$ cat src/hdl/pdsc_pkg.sv
package pdsc_pkg;

  // ************************************************************
  // Clock and timing
  // ************************************************************
  localparam int unsigned CLK_PERIOD_NS = 50;
  localparam int unsigned SETTLE_NS = 150;
  localparam int unsigned SETTLE_CYC_INT = (SETTLE_NS + CLK_PERIOD_NS - 1) / CLK_PERIOD_NS;
  localparam logic [3:0] SETTLE_CYC = SETTLE_CYC_INT[3:0];
  localparam logic [1:0] RISE_EDGES_TO_LATCH = 2'h2;

  // ************************************************************
  // Counters and phase taps
  // ************************************************************
  localparam int unsigned NUM_POST = 10;
  localparam int unsigned NUM_CNT = NUM_POST + 1;
  localparam int unsigned TAP_W = 3;
  localparam int unsigned TAPS_PER_VCO = 8;
  localparam logic [2:0] TAP_RESET = 3'h0;
  localparam int unsigned CNT_IDX_M = 0;
  localparam logic [3:0] SEL_ALL_POST = 4'h0;
  localparam logic [3:0] SEL_M = 4'h1;
  localparam logic [3:0] SEL_POST_FIRST = 4'h2;
  localparam logic [3:0] SEL_POST_LAST = 4'hb;

  // ************************************************************
  // Register map
  // ************************************************************
  localparam logic [7:0] ADR_CTRL = 8'h00;
  localparam logic [7:0] ADR_STATUS = 8'h04;
  localparam logic [7:0] ADR_IRQ_STAT = 8'h08;
  localparam logic [7:0] ADR_IRQ_MASK = 8'h0c;
  localparam logic [7:0] ADR_TAP_POST = 8'h10;
  localparam logic [7:0] ADR_TAP_M = 8'h14;
  localparam int unsigned CTRL_EN_BIT = 0;
  localparam logic CTRL_EN_RESET = 1'b1;
  localparam int unsigned IRQ_DONE_BIT = 0;
  localparam int unsigned IRQ_BADSEL_BIT = 1;
  localparam int unsigned IRQ_W = 2;
  localparam logic [1:0] IRQ_MASK_RESET = 2'h0;
  localparam int unsigned STAT_BUSY_BIT = 0;
  localparam int unsigned STAT_DONE_BIT = 1;
  localparam int unsigned STAT_DIR_BIT = 2;
  localparam int unsigned STAT_SEL_LSB = 4;
  localparam int unsigned STAT_COUNT_LSB = 16;

  // ************************************************************
  // Types
  // ************************************************************
  typedef enum logic [1:0] {
    PDSC_IDLE,
    PDSC_ARMED,
    PDSC_SHIFT
  } pdsc_state_t;

  typedef struct packed {
    logic scanclk;
    logic step;
    logic up;
    logic [3:0] sel;
  } pdsc_link_t;

  typedef struct packed {
    pdsc_state_t st;
    pdsc_link_t sync1;
    pdsc_link_t sync2;
    logic clk_d;
    logic step_prev;
    logic [1:0] rise_cnt;
    logic [3:0] settle_cnt;
    logic done;
    logic dir_l;
    logic [3:0] sel_l;
    logic [NUM_CNT-1:0][TAP_W-1:0] taps;
    logic enable;
    logic [IRQ_W-1:0] irq_stat;
    logic [IRQ_W-1:0] irq_mask;
    logic [15:0] step_count;
    logic ack;
    logic [31:0] rdata;
  } pdsc_regs_t;

endpackage

$ cat src/hdl/pdsc_phase_step.sv
`timescale 1ns/10ps
`default_nettype none

// Summary of operation
// - Each finished step moves the chosen tap one eighth VCO period, up or down.
// - A step changes the taps feeding one post-scale counter, all post-scale counters, or the feedback counter.
// - Output clocks keep running; only tap selections change during a step.
// - Steps come only from the parallel step pins, never from a scan chain.
// - Four-bit select on rising edge; zero means all post counters, one means feedback.
// - Select codes two to eleven pick post counters zero to nine in order.
// - Direction sampled on rising edge; one advances, zero retards the phase.
// - One step per request assertion; a new step needs request low then high.
// - Step request is sampled on the falling link clock edge.
// - Second rising edge after capture latches direction and select and starts shifting.
// - Done flag falls on that edge and stays low until the shift ends.
// - Done rises from internal timing, not a link clock edge; low time is a fixed three system clocks.
// - All step controls are captured on link clock edges only.
module pdsc_phase_step
  import pdsc_pkg::*;
(
  input wire logic clk_i,
  input wire logic rst_i,
  input wire logic wb_cyc_i,
  input wire logic wb_stb_i,
  input wire logic wb_we_i,
  input wire logic [7:0] wb_adr_i,
  input wire logic [3:0] wb_sel_i,
  input wire logic [31:0] wb_dat_i,
  output logic [31:0] wb_dat_o,
  output logic wb_ack_o,
  output logic irq_o,
  input wire logic scanclk_i,
  input wire logic phase_step_i,
  input wire logic phase_up_i,
  input wire logic [3:0] counter_sel_i,
  output logic phase_done_o,
  output logic [NUM_CNT-1:0][TAP_W-1:0] tap_sel_o
);

  // ************************************************************
  // Select decode
  // ************************************************************
  // Bit 0 is the feedback counter, bits 1..10 the post counters
  function automatic logic [NUM_CNT-1:0] decode_sel(input logic [3:0] sel);
    logic [NUM_CNT-1:0] mask;
    mask = '0;
    if (sel == SEL_ALL_POST)
    begin
      mask = {{NUM_POST{1'b1}}, 1'b0};
    end
    else if (sel == SEL_M)
    begin
      mask[CNT_IDX_M] = 1'b1;
    end
    else if (sel >= SEL_POST_FIRST && sel <= SEL_POST_LAST)
    begin
      mask[sel - SEL_POST_FIRST + 4'h1] = 1'b1;
    end
    // Codes above the last post counter leave the mask empty
    return mask;
  endfunction

  function automatic logic [TAP_W-1:0] step_tap(input logic [TAP_W-1:0] tap, input logic up);
    // Eight taps per VCO period, wrapping modulo the tap count
    logic [TAP_W-1:0] one;
    one = TAP_W'(1);
    if (up)
    begin
      return tap + one;
    end
    return tap - one;
  endfunction

  // ************************************************************
  // State
  // ************************************************************
  pdsc_regs_t r;
  pdsc_regs_t next_r;

  logic rise;
  logic fall;
  logic step_seen;
  logic latch_edge;
  logic busy;
  logic [NUM_CNT-1:0][TAP_W-1:0] tap_stepped;
  logic bus_req;
  logic bus_wr;
  logic [NUM_CNT-1:0] mask;
  logic [IRQ_W-1:0] events;
  logic [IRQ_W-1:0] irq_clr;

  // ************************************************************
  // Link clock edge detection
  // ************************************************************
  // Link clock is just another asynchronous input; edges come from the
  // synchronised copy so data and clock share the same pipeline delay
  assign rise = r.sync2.scanclk & ~r.clk_d;
  assign fall = ~r.sync2.scanclk & r.clk_d;

  // Fresh request: high now, low at the previous falling edge
  assign step_seen = fall & r.sync2.step & ~r.step_prev;

  // Second rising edge since capture; two bits are enough for the count
  assign latch_edge = rise & ((r.rise_cnt + 2'h1) == RISE_EDGES_TO_LATCH);

  // Busy from capture until done rises again
  assign busy = (r.st != PDSC_IDLE);

  // ************************************************************
  // Bus decode
  // ************************************************************
  // Only byte lane 0 carries writable bits, so other lanes are ignored
  assign bus_req = wb_cyc_i & wb_stb_i & ~r.ack;
  assign bus_wr = bus_req & wb_we_i & wb_sel_i[0];

  // ************************************************************
  // Counter select and tap arithmetic
  // ************************************************************
  assign mask = decode_sel(r.sync2.sel);

  // One stepper per counter; the sequencer decides which results land.
  // Costs eleven small adders but keeps the latch edge a single mux level.
  generate
    for (genvar g = 0; g < NUM_CNT; g++)
    begin : g_tap
      assign tap_stepped[g] = step_tap(r.taps[g], r.sync2.up);
    end
  endgenerate

  // ************************************************************
  // Next state
  // ************************************************************
  always_comb
  begin
    next_r = r;
    events = '0;
    irq_clr = '0;

    // ************************************************************
    // Input synchronisers
    // ************************************************************
    next_r.sync1.scanclk = scanclk_i;
    next_r.sync1.step = phase_step_i;
    next_r.sync1.up = phase_up_i;
    next_r.sync1.sel = counter_sel_i;
    next_r.sync2 = r.sync1;
    next_r.clk_d = r.sync2.scanclk;

    // ************************************************************
    // Step sequencer
    // ************************************************************
    if (fall)
    begin
      next_r.step_prev = r.sync2.step;
    end

    case (r.st)
      PDSC_IDLE:
      begin
        // Only a low-to-high seen across falling edges starts a step,
        // so a request held high cannot fire twice
        if (step_seen && r.enable)
        begin
          next_r.st = PDSC_ARMED;
          next_r.rise_cnt = '0;
        end
      end
      PDSC_ARMED:
      begin
        if (rise)
        begin
          next_r.rise_cnt = r.rise_cnt + 2'h1;
          if (latch_edge)
          begin
            // Controls are assumed settled well before this edge
            next_r.dir_l = r.sync2.up;
            next_r.sel_l = r.sync2.sel;
            next_r.done = 1'b0;
            next_r.settle_cnt = SETTLE_CYC;
            next_r.st = PDSC_SHIFT;
            // Taps move in place; counters never stop
            for (int i = 0; i < NUM_CNT; i++)
            begin
              if (mask[i])
              begin
                next_r.taps[i] = tap_stepped[i];
              end
            end
            if (mask == '0)
            begin
              events[IRQ_BADSEL_BIT] = 1'b1;
            end
          end
        end
      end
      PDSC_SHIFT:
      begin
        // Internal settle time on the system clock, unrelated to link edges.
        // Fixed length keeps done low time independent of the link rate;
        // a slow link therefore sees done low for well under one period.
        if (r.settle_cnt <= 4'h1)
        begin
          next_r.done = 1'b1;
          next_r.st = PDSC_IDLE;
          next_r.step_count = r.step_count + 16'h0001;
          events[IRQ_DONE_BIT] = 1'b1;
        end
        else
        begin
          next_r.settle_cnt = r.settle_cnt - 4'h1;
        end
      end
      default:
      begin
        next_r.st = PDSC_IDLE;
      end
    endcase

    // ************************************************************
    // Register bus
    // ************************************************************
    next_r.ack = bus_req;
    if (bus_req)
    begin
      case (wb_adr_i)
        ADR_CTRL:
        begin
          next_r.rdata = 32'h0000_0000;
          next_r.rdata[CTRL_EN_BIT] = r.enable;
        end
        ADR_STATUS:
        begin
          next_r.rdata = 32'h0000_0000;
          next_r.rdata[STAT_BUSY_BIT] = busy;
          next_r.rdata[STAT_DONE_BIT] = r.done;
          next_r.rdata[STAT_DIR_BIT] = r.dir_l;
          next_r.rdata[STAT_SEL_LSB +: 4] = r.sel_l;
          next_r.rdata[STAT_COUNT_LSB +: 16] = r.step_count;
        end
        ADR_IRQ_STAT:
        begin
          next_r.rdata = 32'h0000_0000;
          next_r.rdata[IRQ_W-1:0] = r.irq_stat;
        end
        ADR_IRQ_MASK:
        begin
          next_r.rdata = 32'h0000_0000;
          next_r.rdata[IRQ_W-1:0] = r.irq_mask;
        end
        ADR_TAP_POST:
        begin
          next_r.rdata = 32'h0000_0000;
          next_r.rdata[NUM_POST*TAP_W-1:0] = r.taps[NUM_CNT-1:1];
        end
        ADR_TAP_M:
        begin
          next_r.rdata = 32'h0000_0000;
          next_r.rdata[TAP_W-1:0] = r.taps[CNT_IDX_M];
        end
        default:
        begin
          // Unmapped addresses answer with zero rather than stalling the bus
          next_r.rdata = 32'h0000_0000;
        end
      endcase
    end

    if (bus_wr)
    begin
      case (wb_adr_i)
        ADR_CTRL:
        begin
          next_r.enable = wb_dat_i[CTRL_EN_BIT];
        end
        ADR_IRQ_STAT:
        begin
          irq_clr = wb_dat_i[IRQ_W-1:0];
        end
        ADR_IRQ_MASK:
        begin
          next_r.irq_mask = wb_dat_i[IRQ_W-1:0];
        end
        default:
        begin
        end
      endcase
    end

    // ************************************************************
    // Interrupts
    // ************************************************************
    // A new event in the clearing cycle survives the clear
    next_r.irq_stat = (r.irq_stat & ~irq_clr) | events;
  end

  // ************************************************************
  // Registers
  // ************************************************************
  // Done resets high so the controller may start at once
  always_ff @(posedge clk_i)
  begin
    if (rst_i)
    begin
      r <= '0;
      r.st <= PDSC_IDLE;
      r.done <= 1'b1;
      r.enable <= CTRL_EN_RESET;
      r.irq_mask <= IRQ_MASK_RESET;
      r.taps <= {NUM_CNT{TAP_RESET}};
      r.rdata <= 32'h0000_0000;
    end
    else
    begin
      r <= next_r;
    end
  end

  // ************************************************************
  // Outputs
  // ************************************************************
  assign wb_dat_o = r.rdata;
  // Ack lasts one cycle; a held strobe is not answered in two cycles running
  assign wb_ack_o = r.ack;
  assign irq_o = |(r.irq_stat & r.irq_mask);
  assign phase_done_o = r.done;
  // No scan chain port exists; taps change only through the step pins
  assign tap_sel_o = r.taps;

endmodule // pdsc_phase_step

`default_nettype wire

$ cat config.mk
export PLATFORM = sky130hd
export DESIGN_NAME = pdsc_phase_step
export DESIGN_NICKNAME = d
export VERILOG_FILES = /design/src/hdl/pdsc_pkg.sv /design/src/hdl/pdsc_phase_step.sv
export SDC_FILE = /design/constraint.sdc
export NUM_CORES = 1
export LEC_CHECK = 0
export BUFFER_PORTS_ARGS = -buffer_cell sky130_fd_sc_hd__buf_2
export CORE_MARGIN = 2
export CORE_UTILIZATION = 47
export DETAILED_ROUTE_END_ITERATION = 12
export PLACE_DENSITY = 0.7
export SETUP_SLACK_MARGIN = 0.2
export SLEW_MARGIN = 10
export SYNTH_ARGS = -nofsm -noshare
export SYNTH_HDL_FRONTEND = slang
export SYNTH_SLANG_ARGS = --single-unit
$ cat constraint.sdc
create_clock -name clk_i -period 3 [get_ports clk_i]
set_input_delay 0.9 -clock clk_i [delete_from_list [all_inputs] [get_ports clk_i]]
set_output_delay 0.9 -clock clk_i [all_outputs]
set_load 0.01 [all_outputs]
---- Yosys cells after proc, flatten, opt, wreduce, memory -nomap -nowiden ----
Index checks and enable logic that the tools add are counted.
cells by class
  multiplexer cells ....................... 61
  reductions and logical operators ........ 30
  add/sub/neg operators ................... 27
  bitwise gates (word level) .............. 17
  equality and inequality tests ........... 14
  magnitude comparators ................... 5
operator list
  operator                                                             count
  32-bit case mux with 6 select lines                                  1
  3-bit 2-to-1 mux                                                     33
  4-bit AND reduction                                                  14
  45-bit 2-to-1 mux                                                    1
  43-bit 2-to-1 mux                                                    1
  3-bit by 1-bit adder with 3-bit output (second input constant)       11
  3-bit by 1-bit subtractor with 3-bit output (second input constant)  11
  11-bit 2-to-1 mux                                                    2
  16-bit by 1-bit adder with 16-bit output (second input constant)     1
  8-bit by 4-bit == test with 1-bit output (second input constant)     2
  8-bit by 5-bit == test with 1-bit output (second input constant)     2
  2-bit 2-to-1 mux                                                     7
  11-bit zero test                                                     1
  1-bit 2-to-1 mux                                                     10
  10-bit 2-to-1 mux                                                    1
  2-bit inequality test (second input constant)                        5
  5-bit case mux with 2 select lines                                   1
  1-bit AND                                                            9
  8-bit by 3-bit == test with 1-bit output (second input constant)     1
  8-bit zero test                                                      1
  2-bit case mux with 3 select lines                                   1
  2-bit AND reduction                                                  3
  3-bit AND reduction                                                  2
  2-bit nonzero test                                                   3
  other kinds (23)                                                     30
word-level totals
  logic and storage cells ................. 187
  output and inout port bits .............. 68
  input port bits ......................... 56
  register bits ........................... 117

---- Logic depth before layout (Yosys ltp) ----
Gate-level depths: netlist of run 1.
  depth after elaboration ................. 15
  gate-level depth with buffers ........... 8
  gate-level depth less buffers ........... 6

---- Worst setup path before layout of run 1 ----
Ideal clock, no wire load.
  path kind ............................... input-to-reg
  start ................................... input wb_adr_i[3]
  end ..................................... register r, in the netlist wb_dat_o[24]
  library setup time ...................... 126 ps
  buffers on the path ..................... 3
  arrival ................................. 1,979 ps
  slack ................................... 895 ps
  required time ........................... 2,874 ps
  cell stages on the path ................. 6
  path through ............................ clkbuf_1 > and4bb_2 > buf_4 > nand3b_2 > buf_2 > o211ai_1
between the ends
  word-level cells in the longest chain between the ends .. 2
  elaborated cells on any way between the ends .. 7
  those cells by class .................... 5 x eq/ne; 1 x mux; 1 x reduce/logical
RTL lines
  what                                                              RTL line                text
  from (decl)                                                       pdsc_phase_step.sv:26   input wire logic [7:0] wb_adr_i,
  8-bit by 5-bit == test with 1-bit output (tied with other cells)  pdsc_phase_step.sv:225  case (wb_adr_i)
  32-bit case mux with 6 select lines *                             pdsc_phase_step.sv:225
  to (signal assigned)                                              pdsc_phase_step.sv:314  r <= next_r;
  to (decl)                                                         pdsc_phase_step.sv:77   pdsc_regs_t r;
Mark *: on every way between the ends. The rest lies on a longest branch, timed or not.
A chain may end at the register's enable or synchronous reset.

---- Final worst setup path of run 1 ----
  start ................................... register r[93] (netlist bit)
  end ..................................... register r[48] (netlist bit)
between the ends
  word-level cells in the longest chain between the ends .. 2
RTL lines
  what                                            RTL line                text
  4-bit by 1-bit <= comparator with 1-bit output  pdsc_phase_step.sv:201  if (r.settle_cnt <= 4'h1)
  2-bit AND reduction (no line)                   --
Every way passes these cells.

==> results.md, run 1 <==
* Setup-failing EPs final at 0
* Fin Clk Skew at 0.00653 ns
* First-pass GRT wire length at 20900 um
* Vias in the first global route at 4267
* Worst Path Max Fanout at 13
* Initial antenna violation count at 0
* Peak supply drop at 0.370 mV
* H-tree depth at 4
* Post-Synthesis Cells at 645
* Total Neg Setup Slack at 0 ns
* Synth cell types at 59
* Post-Synth Simple-Gate Area at 21.4%
* Clock sink total at 117
* Commonest cells after routing, fill and taps aside: 117 x dfxtp_1, 90 x buf_2, 65 x nand2_1
* FFs w/ async S/R, synth at 0%
* Crit Path Category: reg -> reg
* PostCTS Resize Cnt at 0
* CP endpoint kind: register
* Final hold vios at 0
* Max-slew headroom at 48.5%
* Pins Over Slew Limit at 0
* Register area share after synthesis at 40.7%
* Worst min-delay path class: reg -> reg
* CP max stage delay at 0.59 ns
* Leakage at 2.52 nW
* Synth Register Bits at 117
* Vias per inst at 5.41
* Crit-path cells: inv_1 -> ha_1 -> or2_2 -> nand4_1 -> or4_1 -> a21oi_1
* Post-DR wirelength/cell at 15.6 um
* RSZ-0062 raised after global routing: no
* Syn_nets at 716
* Synth warn at 0
* Arr. time, crit path at 2.35 ns
* Die H at 115 um
* GPL Wtd Cong at 0.827
* Syn avg cell area at 8.93 sq um
* DRC violation total after the first TritonRoute iteration at 294
* Slowest CP cell: or4_1
* Clock Power Share at 51.0%
* Final min period at 2.01 ns
* Net Switching at 0.000731 W
* Clk Latency, worst-skew pair at 0.41 ns
* Ratio of cells with drive above 1 in the final layout at 21.2%
* Data required, critical path at 3.34 ns
* WP buf/inv at 1
* Die area at 13200 sq um
* Clock Path Buffers at 2
* Initial DRT Pass Iterations at 5
* Area of the core at 12000 sq um
* Largest family of logic cells by synthesized area: simple AND/OR/NAND/NOR gates
* Post-synthesis xor/xnor area fraction at 5.63%
* Post-synthesis compound-gate area fraction at 10.4%
* Fin crit share at 66.9%
* Post-synthesis adder-cell area fraction at 4.69%
* Drt total wl at 12800 um
* Layout area overhead at 9.78%
* Root buffer selected by CTS: clkbuf_16
* Initial Util at 48.1%
* Post-synth EDFFs at 0
* Pwr/cell area at 548 nW/um^2
* # DRC at 0
* Final Net Count at 731
* Max-Cap Viols at 0
* Inserted Diodes at 0
* Post-Synthesis Cell Area at 5760 sq um
* Delay-heaviest family, CP: simple AND/OR/NAND/NOR gates
* Largest net degree at the start of global routing at 57
* Clock transition at the registers of the reported paths at 0.05 ns
* Cell internal pwr at 0.00273 W
* Post-CTS setup buffers at 0
* Worst slew pin tran at 0.770 ns
* # fillers at 1082
* CP startpoint kind: register
* Num rows at 40
* Top_reg_cell synth: dfxtp_1
* Total track usage at 20.4%
* Post-synthesis mux area share at 4.11%
* Port buffer count at 90
* Sw Ratio at 21.1%
* I/O Pins at 124
* CTS tree: done
* Residual overflow from global routing at 0
* Comb pwr share at 3.4%
* Fmax at 498 MHz
* Chip width at 115 um
* # hold bufs at CTS at 0
* Num CTS Buffers at 17
* Number of routed nets with antenna violations at 0
* Seq pwr share at 45.6%
* DP HPWL at 8880 um
* Via count at 4426
* Status: completed
* Worst hold slack at 0.434 ns
* Commonest non-fill, non-tap cell in the layout: dfxtp_1
-- cell usage after synthesis (3+ instances only) --
cell type | n | share of area, %
nand3_1 | 18 | 1.6
nor3_1 | 6 | 0.52
buf_1 | 3 | 0.20
mux2_2 | 3 | 0.59
a31o_2 | 4 | 0.61
clkbuf_1 | 18 | 1.2
buf_4 | 66 | 8.6
xnor2_1 | 18 | 2.7
and3_1 | 6 | 0.65
and2_1 | 3 | 0.33
o211ai_1 | 19 | 2.5
inv_1 | 25 | 1.6
ha_1 | 4 | 0.87
nor2b_1 | 22 | 2.4
nand2b_1 | 7 | 0.76
fa_1 | 11 | 3.8
a32oi_1 | 4 | 0.61
o21ai_0 | 12 | 1.0
xor2_1 | 19 | 2.9
o31ai_1 | 5 | 0.65
dfxtp_1 | 117 | 41
buf_2 | 11 | 0.96
mux2i_1 | 18 | 3.1
or4_1 | 5 | 0.65
or3_1 | 7 | 0.76
nand2_1 | 65 | 4.2
a21oi_1 | 38 | 3.3
nor2_1 | 54 | 3.5
nand4_1 | 12 | 1.3
nand3b_1 | 4 | 0.52
nor4_1 | 3 | 0.33
-- path summary, 6_finish.rpt --
path	cells after the start	start	slack, ns	endpoint
setup / recovery	6	r[93]	0.99	r[48]
hold / removal	1	next_r[105]	0.43	r[105]
setup reg to reg	6	r[93]	0.99	r[48]
hold reg to reg	1	next_r[105]	0.43	r[105]
-- logic make-up after synthesis --
| kind of cell | after synthesis |
|---|---|
| AOI/OAI and AO/OA | 94 |
| xor gates and xnor gates | 37 |
| adders and majority gates | 15 |
| buffers and inverters | 126 |
| DFF | 117 |
| muxes | 22 |
| and+or+nand+nor | 234 |
-- final cells by class --
cell class                      instances  area (sq um)  share of cell area (%)
Clock buffer                           25           495                    7.84
Sequential cell                       117          2340                    37.1
Inverter                               25          93.8                    1.48
Timing Repair Buffer                   97           515                    8.16
Multi-Input combinational cell        402          2670                    42.2
Tap cell                              147           184                    2.91
Clock inverter                          5          25.0                   0.396
-- power by group through the flow --
stage | registers (W) | logic (W) | clock network, W
after floorplan | 0.00160 | 0.0000796 | 0
after global routing | 0.00158 | 0.000128 | 0.00187
final | 0.00158 | 0.000116 | 0.00177
after global placement | 0.00161 | 0.000112 | 0
after detailed placement | 0.00161 | 0.000115 | 0
after CTS | 0.00158 | 0.000116 | 0.00179
-- sequential cells by signal, summed over array words and instances, names as in the netlist --
signal        cells
wb_ack_o          1
wb_dat_o         32
r                42
phase_done_o      1
next_r            8
tap_sel_o        33
-- per-layer routing --
layer | vias up | GRT usage [%] | share of wire (%)
met5 | - | 0 | 0
met4 | 0 | 7.56 | 1.6
met3 | 21 | 5.88 | 5.0
met2 | 135 | 33.6 | 48
met1 | 2117 | 25.5 | 46
li1 | 2153 | - | -
-- per-stage QoR --
stage	total power (W)	setup slack (ns)	cell area (sq um)	std cells	util, %
floorplan	0.00168	0.895	5760	645	-
global placement	0.00172	0.753	5800	788	48.5
detailed placement	0.00173	0.709	5800	788	48.5
CTS	0.00349	0.993	6320	818	52.8
global route	0.00358	0.786	6320	818	52.8
finish	0.00346	0.992	6320	818	52.8
No activity file was read; power rests on OpenSTA's default activity.
==> run 2: changes to the inputs <==
==> constraint.sdc (replaced) <==
create_clock -name clk_i -period 2.07 [get_ports clk_i]
set_input_delay 0.621 -clock clk_i [delete_from_list [all_inputs] [get_ports clk_i]]
set_output_delay 0.621 -clock clk_i [all_outputs]
set_load 0.01 [all_outputs]
==> run 2 against run 1 <==
Against the previous run: sequential power rose by 45%; combinational power rose by 52%; utilization rose by 1.9 points; clock-buffer cell count rose by 1; global-route usage fell by 0.43 points; clock power rose by 66%; via count rose by 1.4%; worst setup slack got worse by 0.65 ns; sequential share of layout area fell by 1.2 points; register-to-register slack got worse by 0.63 ns; non-clock buffer count rose by 14; die area did not move; critical endpoint is now irq_o; largest cell class unchanged; highest routed layer unchanged.
==> results.md, run 2 (same netlist as run 1, synthesis figures left out) <==
* Status: completed
* Peak supply drop at 0.477 mV
* Pwr/cell area at 824 nW/um^2
* Root buffer selected by CTS: clkbuf_16
* Post-DR wirelength/cell at 15.2 um
* WP buf/inv at 1
* First-pass GRT wire length at 20500 um
* # fillers at 1054
* Comb pwr share at 3.3%
* Ratio of cells with drive above 1 in the final layout at 24.3%
* CP max stage delay at 0.33 ns
* Setup-failing EPs final at 0
* Vias per inst at 5.40
* Inserted Diodes at 0
* Num CTS Buffers at 17
* Residual overflow from global routing at 0
* Max-slew headroom at 63.3%
* Fin crit share at 83.7%
* Num rows at 40
* Max-Cap Viols at 0
* DP HPWL at 9040 um
* # DRC at 0
* Pins Over Slew Limit at 0
* Total track usage at 20.0%
* Die H at 115 um
* CP startpoint kind: register
* Clk Latency, worst-skew pair at 0.41 ns
* Total Neg Setup Slack at 0 ns
* Register area at 2350 sq um
* RSZ-0062 raised after global routing: no
* CTS tree: done
* Vias in the first global route at 4194
* Drt total wl at 12700 um
* Final min period at 1.73 ns
* GPL Wtd Cong at 0.889
* # hold bufs at CTS at 0
* Final Net Count at 745
* Initial antenna violation count at 0
* Seq pwr share at 42.4%
* Biggest register: r
* FF-to-FF setup slack at 0.36 ns
* Multi-input combinational cell area at 2680 sq um
* Cell internal pwr at 0.00431 W
* Final hold vios at 0
* Commonest non-fill, non-tap cell in the layout: dfxtp_1
* Layout area overhead at 13.7%
* Commonest cells after routing, fill and taps aside: 114 x dfxtp_1, 90 x buf_2, 65 x nand2_1
* RR Endpoint: r[47]
* Chip width at 115 um
* Worst slew pin tran at 0.545 ns
* Via count at 4489
* Net Switching at 0.00108 W
* Fmax at 577 MHz
* Clock Power Share at 54.3%
* Number of routed nets with antenna violations at 0
* Initial DRT Pass Iterations at 5
* Final core utilization at 54.7%
* DRC violation total after the first TritonRoute iteration at 270
* H-tree depth at 4
* Critical R2R Launch: r[93]
* Crit Path Category: reg -> out
* CP endpoint kind: primary output
* Worst min-delay path class: in -> reg
* Die area at 13200 sq um
* Final worst slack at 0.337 ns
* Post-Place Worst Slack at 0.220 ns
* Fin Clk Skew at 0.0105 ns
* Leakage at 2.62 nW
* I/O Pins at 124
* Initial Util at 48.1%
* Clock sink total at 117
* Hold Crit Depth at 2
* Clock Path Buffers at 2
* Arr. time, crit path at 1.11 ns
* Sw Ratio at 20.0%
* Hold EP: next_r[102]
* Clock transition at the registers of the reported paths at 0.05 ns
* Largest net degree at the start of global routing at 60
* Path depth of the worst reg2reg path at 6
* Crit-path cells: a22o_1 -> buf_2
* Max reg flops at 42
* Worst Path Max Fanout at 3
* Slowest CP cell: dfxtp_1
* Area of the core at 12000 sq um
* Data required, critical path at 1.45 ns
* Port buffer count at 90
* Delay-heaviest family, CP: flip-flops
* HP Start: counter_sel_i[1]
[run 2: changes by cell type in the layout (fill, tap and decap cells not counted), sizes merged]
cell      change
buf          +14
clkinv        -4
bufinv        +2
clkbuf        +1
clkinvlp      +1
inv           -1
[run 2: layout make-up]
class | instances | share of cell area [%]
Timing Repair Buffer | 111 | 9.86
Sequential cell | 117 | 35.8
Clock buffer | 26 | 8.08
Inverter | 25 | 1.49
Multi-Input combinational cell | 402 | 40.9
Tap cell | 147 | 2.81
Clock inverter | 3 | 0.994
[run 2: how the worst max path moves through the flow]
stage	start	endpoint	slack [ns]	cells after the start
floorplan	r[105]	tap_sel_o[20]	0.21	7
global placement	r[93]	phase_done_o	0.25	6
detailed placement	r[93]	r[47]	0.22	6
CTS	r[93]	phase_done_o	0.21	6
global route	r[115]	tap_sel_o[29]	0.24	4
finish	r[51]	irq_o	0.34	2
[run 2: routing by layer]
metal | up-vias | GRT usage, % | part of all wire (%)
met1 | 2155 | 25.6 | 45
li1 | 2192 | - | -
met4 | 0 | 8.13 | 2.4
met5 | - | 0 | 0
met2 | 119 | 32.5 | 48
met3 | 23 | 4.71 | 4.3
[run 2: power by group through the flow]
| stage | logic, W | clock network, W | registers (W) |
|---|---|---|---|
| after global routing | 0.000194 | 0.00307 | 0.00229 |
| after CTS | 0.000177 | 0.00297 | 0.00229 |
| after floorplan | 0.000120 | 0 | 0.00232 |
| after global placement | 0.000171 | 0 | 0.00233 |
| after detailed placement | 0.000176 | 0 | 0.00233 |
| final | 0.000176 | 0.00293 | 0.00229 |
[run 2: what timing repair did]
action                     CTS  global route
setup endpoints to repair    0             9
resized for setup            0             6
buffers inserted             0             2
[run 2: per-stage QoR]
| stage | instances | hold WS [ns] | power [W] | instance area [sq um] |
|---|---|---|---|---|
| final | 831 | 0.424 | 0.00539 | 6550 |
| after global routing | 831 | 0.426 | 0.00556 | 6550 |
| after CTS | 829 | 0.416 | 0.00543 | 6520 |
| after detailed placement | 800 | 0.424 | 0.00251 | 5930 |
| after global placement | 800 | 0.428 | 0.00250 | 5930 |
| after floorplan | 645 | 0.414 | 0.00244 | 5790 |
==> run 3: changes to the inputs <==
==> constraint.sdc (replaced) <==
create_clock -name clk_i -period 1.7 [get_ports clk_i]
set_input_delay 0.51 -clock clk_i [delete_from_list [all_inputs] [get_ports clk_i]]
set_output_delay 0.51 -clock clk_i [all_outputs]
set_load 0.01 [all_outputs]
==> run 3 against run 2 <==
Against the previous run: combinational power increased by 54%; sequential share of layout area decreased by 3.4 points; hold slack got worse by 0.12 ns; critical path type is now reg -> reg; utilization increased by 7.5 points; sequential power increased by 21%; clock-buffer cell count decreased by 7; critical endpoint is now tap_sel_o[29]; via count increased by 5.9%; worst setup slack got worse by 0.32 ns; final cell count increased by 6.1%; total power increased by 24%; wire length increased by 13%.
==> results.md, run 3 (same netlist as run 1, synthesis figures left out) <==
* Largest net degree at the start of global routing at 49
* Ratio of cells with drive above 1 in the final layout at 42.3%
* H-tree depth at 4
* Worst Path Max Fanout at 9
* Pins Over Slew Limit at 0
* Chip width at 115 um
* First-pass GRT wire length at 21600 um
* Delay-heaviest family, CP: flip-flops
* Final min period at 1.68 ns
* Area of the core at 12000 sq um
* Status: completed
* # hold bufs at CTS at 0
* Total track usage at 21.0%
* Num CTS Buffers at 17
* CP endpoint kind: register
* DRC violation total after the first TritonRoute iteration at 254
* Final worst slack at 0.0162 ns
* Commonest non-fill, non-tap cell in the layout: buf_2
* Max reg flops at 42
* Max-Cap Viols at 0
* Max-slew headroom at 60.6%
* Commonest cells after routing, fill and taps aside: 89 x buf_2, 74 x dfxtp_1, 65 x nand2_1
* Worst min-delay path class: in -> reg
* Die area at 13200 sq um
* Initial Util at 48.1%
* CP max stage delay at 0.36 ns
* Peak supply drop at 0.542 mV
* Setup-failing EPs final at 0
* Path depth of the worst reg2reg path at 6
* DP HPWL at 9040 um
* Pwr/cell area at 899 nW/um^2
* Post-DR wirelength/cell at 16.3 um
* Final hold vios at 0
* Placed Cells at 816
* Inserted Diodes at 0
* Levels on crit path at 6
* CTS tree: done
* WP buf/inv at 2
* Number of routed nets with antenna violations at 0
* I/O Pins at 124
* Crit-path cells: clkinvlp_4 -> buf_12 -> fa_2 -> xor2_1 -> or3_1 -> a21oi_1
* Initial DRT Pass Iterations at 7
* Vias per inst at 5.39
* Worst slew pin tran at 0.588 ns
* Drt total wl at 14400 um
* Root buffer selected by CTS: clkbuf_16
* RSZ-0062 raised after global routing: yes
* Final Instance Count excl. Fillers at 882
* Crit Path Category: reg -> reg
* Fmax at 594 MHz
* # fillers at 939
* Initial antenna violation count at 0
* Fin Clk Skew at 0.00755 ns
* Num rows at 40
* Clock sink total at 117
* Vias in the first global route at 4460
* Post-Place Worst Slack at -0.0298 ns
* Data required, critical path at 2.05 ns
* Clock Path Buffers at 2
* Register area at 2420 sq um
* Leakage at 3.04 nW
* Fin crit share at 99.0%
* GPL Wtd Cong at 0.853
* Port buffer count at 90
* CP startpoint kind: register
* Clock transition at the registers of the reported paths at 0.06 ns
* Hold Crit Depth at 2
* Biggest register: r
* Clk Latency, worst-skew pair at 0.41 ns
* Die H at 115 um
* Layout area overhead at 29.4%
* Via count at 4755
* Residual overflow from global routing at 0
* Slowest CP cell: dfxtp_2
* Final Net Count at 793
* Arr. time, crit path at 2.03 ns
* # DRC at 0
* Multi-input combinational cell area at 3060 sq um
run 3: layout make-up:
cell class	instances	area share [%]
flip-flops and latches	117	32.5
clock inverters	13	2.08
inverters	25	1.38
well taps	147	2.47
multi-input cells	405	41.1
clock buffers	19	6.08
repair buffers	156	14.4
run 3: path summary, 6_finish.rpt:
path | startpoint | end | slack [ns]
setup / recovery | r[105] | tap_sel_o[29] | 0.02
hold / removal | scanclk_i | next_r[107] | 0.31
setup reg to reg | r[105] | tap_sel_o[29] | 0.02
hold reg to reg | next_r[104] | r[104] | 0.44
run 3: stage by stage:
step	utilization [%]	setup TNS (ns)	area (sq um)	hold slack (ns)	total power, W
after global routing	62.3	-0.0605	7450	0.305	0.00690
after detailed placement	51.5	-0.154	6160	0.434	0.00307
after global placement	51.5	-0.0122	6160	0.433	0.00307
after CTS	58.3	0	6970	0.287	0.00674
after floorplan	-	-1.54	5940	0.414	0.00298
final	62.3	0	7450	0.305	0.00670
run 3: power by group:
group	switching, W	internal (W)	leakage (nW)	total [W]
logic	0.000155	0.000116	1.79	0.000271
registers	0.0000195	0.00275	0.968	0.00277
clock network	0.00129	0.00237	0.291	0.00366
total	0.00147	0.00523	3.04	0.00670
run 3: timing repair:
| item | 4_1_cts | 5_1_grt |
|---|---|---|
| setup endpoints to repair | 56 | 80 |
| cloned | 0 | 4 |
| buffers inserted | 13 | 17 |
| pin swaps | 12 | 38 |
| endpoints found under the hold margin | 0 | 0 |
| resized for setup | 46 | 77 |
run 3: metal layers:
layer  track usage (%)  vias up  part of all wire (%)  wire length (um)
li1                  -     2293                     -                 -
met1              26.0     2303                    44              6260
met2              35.5      138                    50              7120
met3              5.24       21                   4.9               703
met4              7.15        0                   2.0               292
met5                 0        -                     0                 0
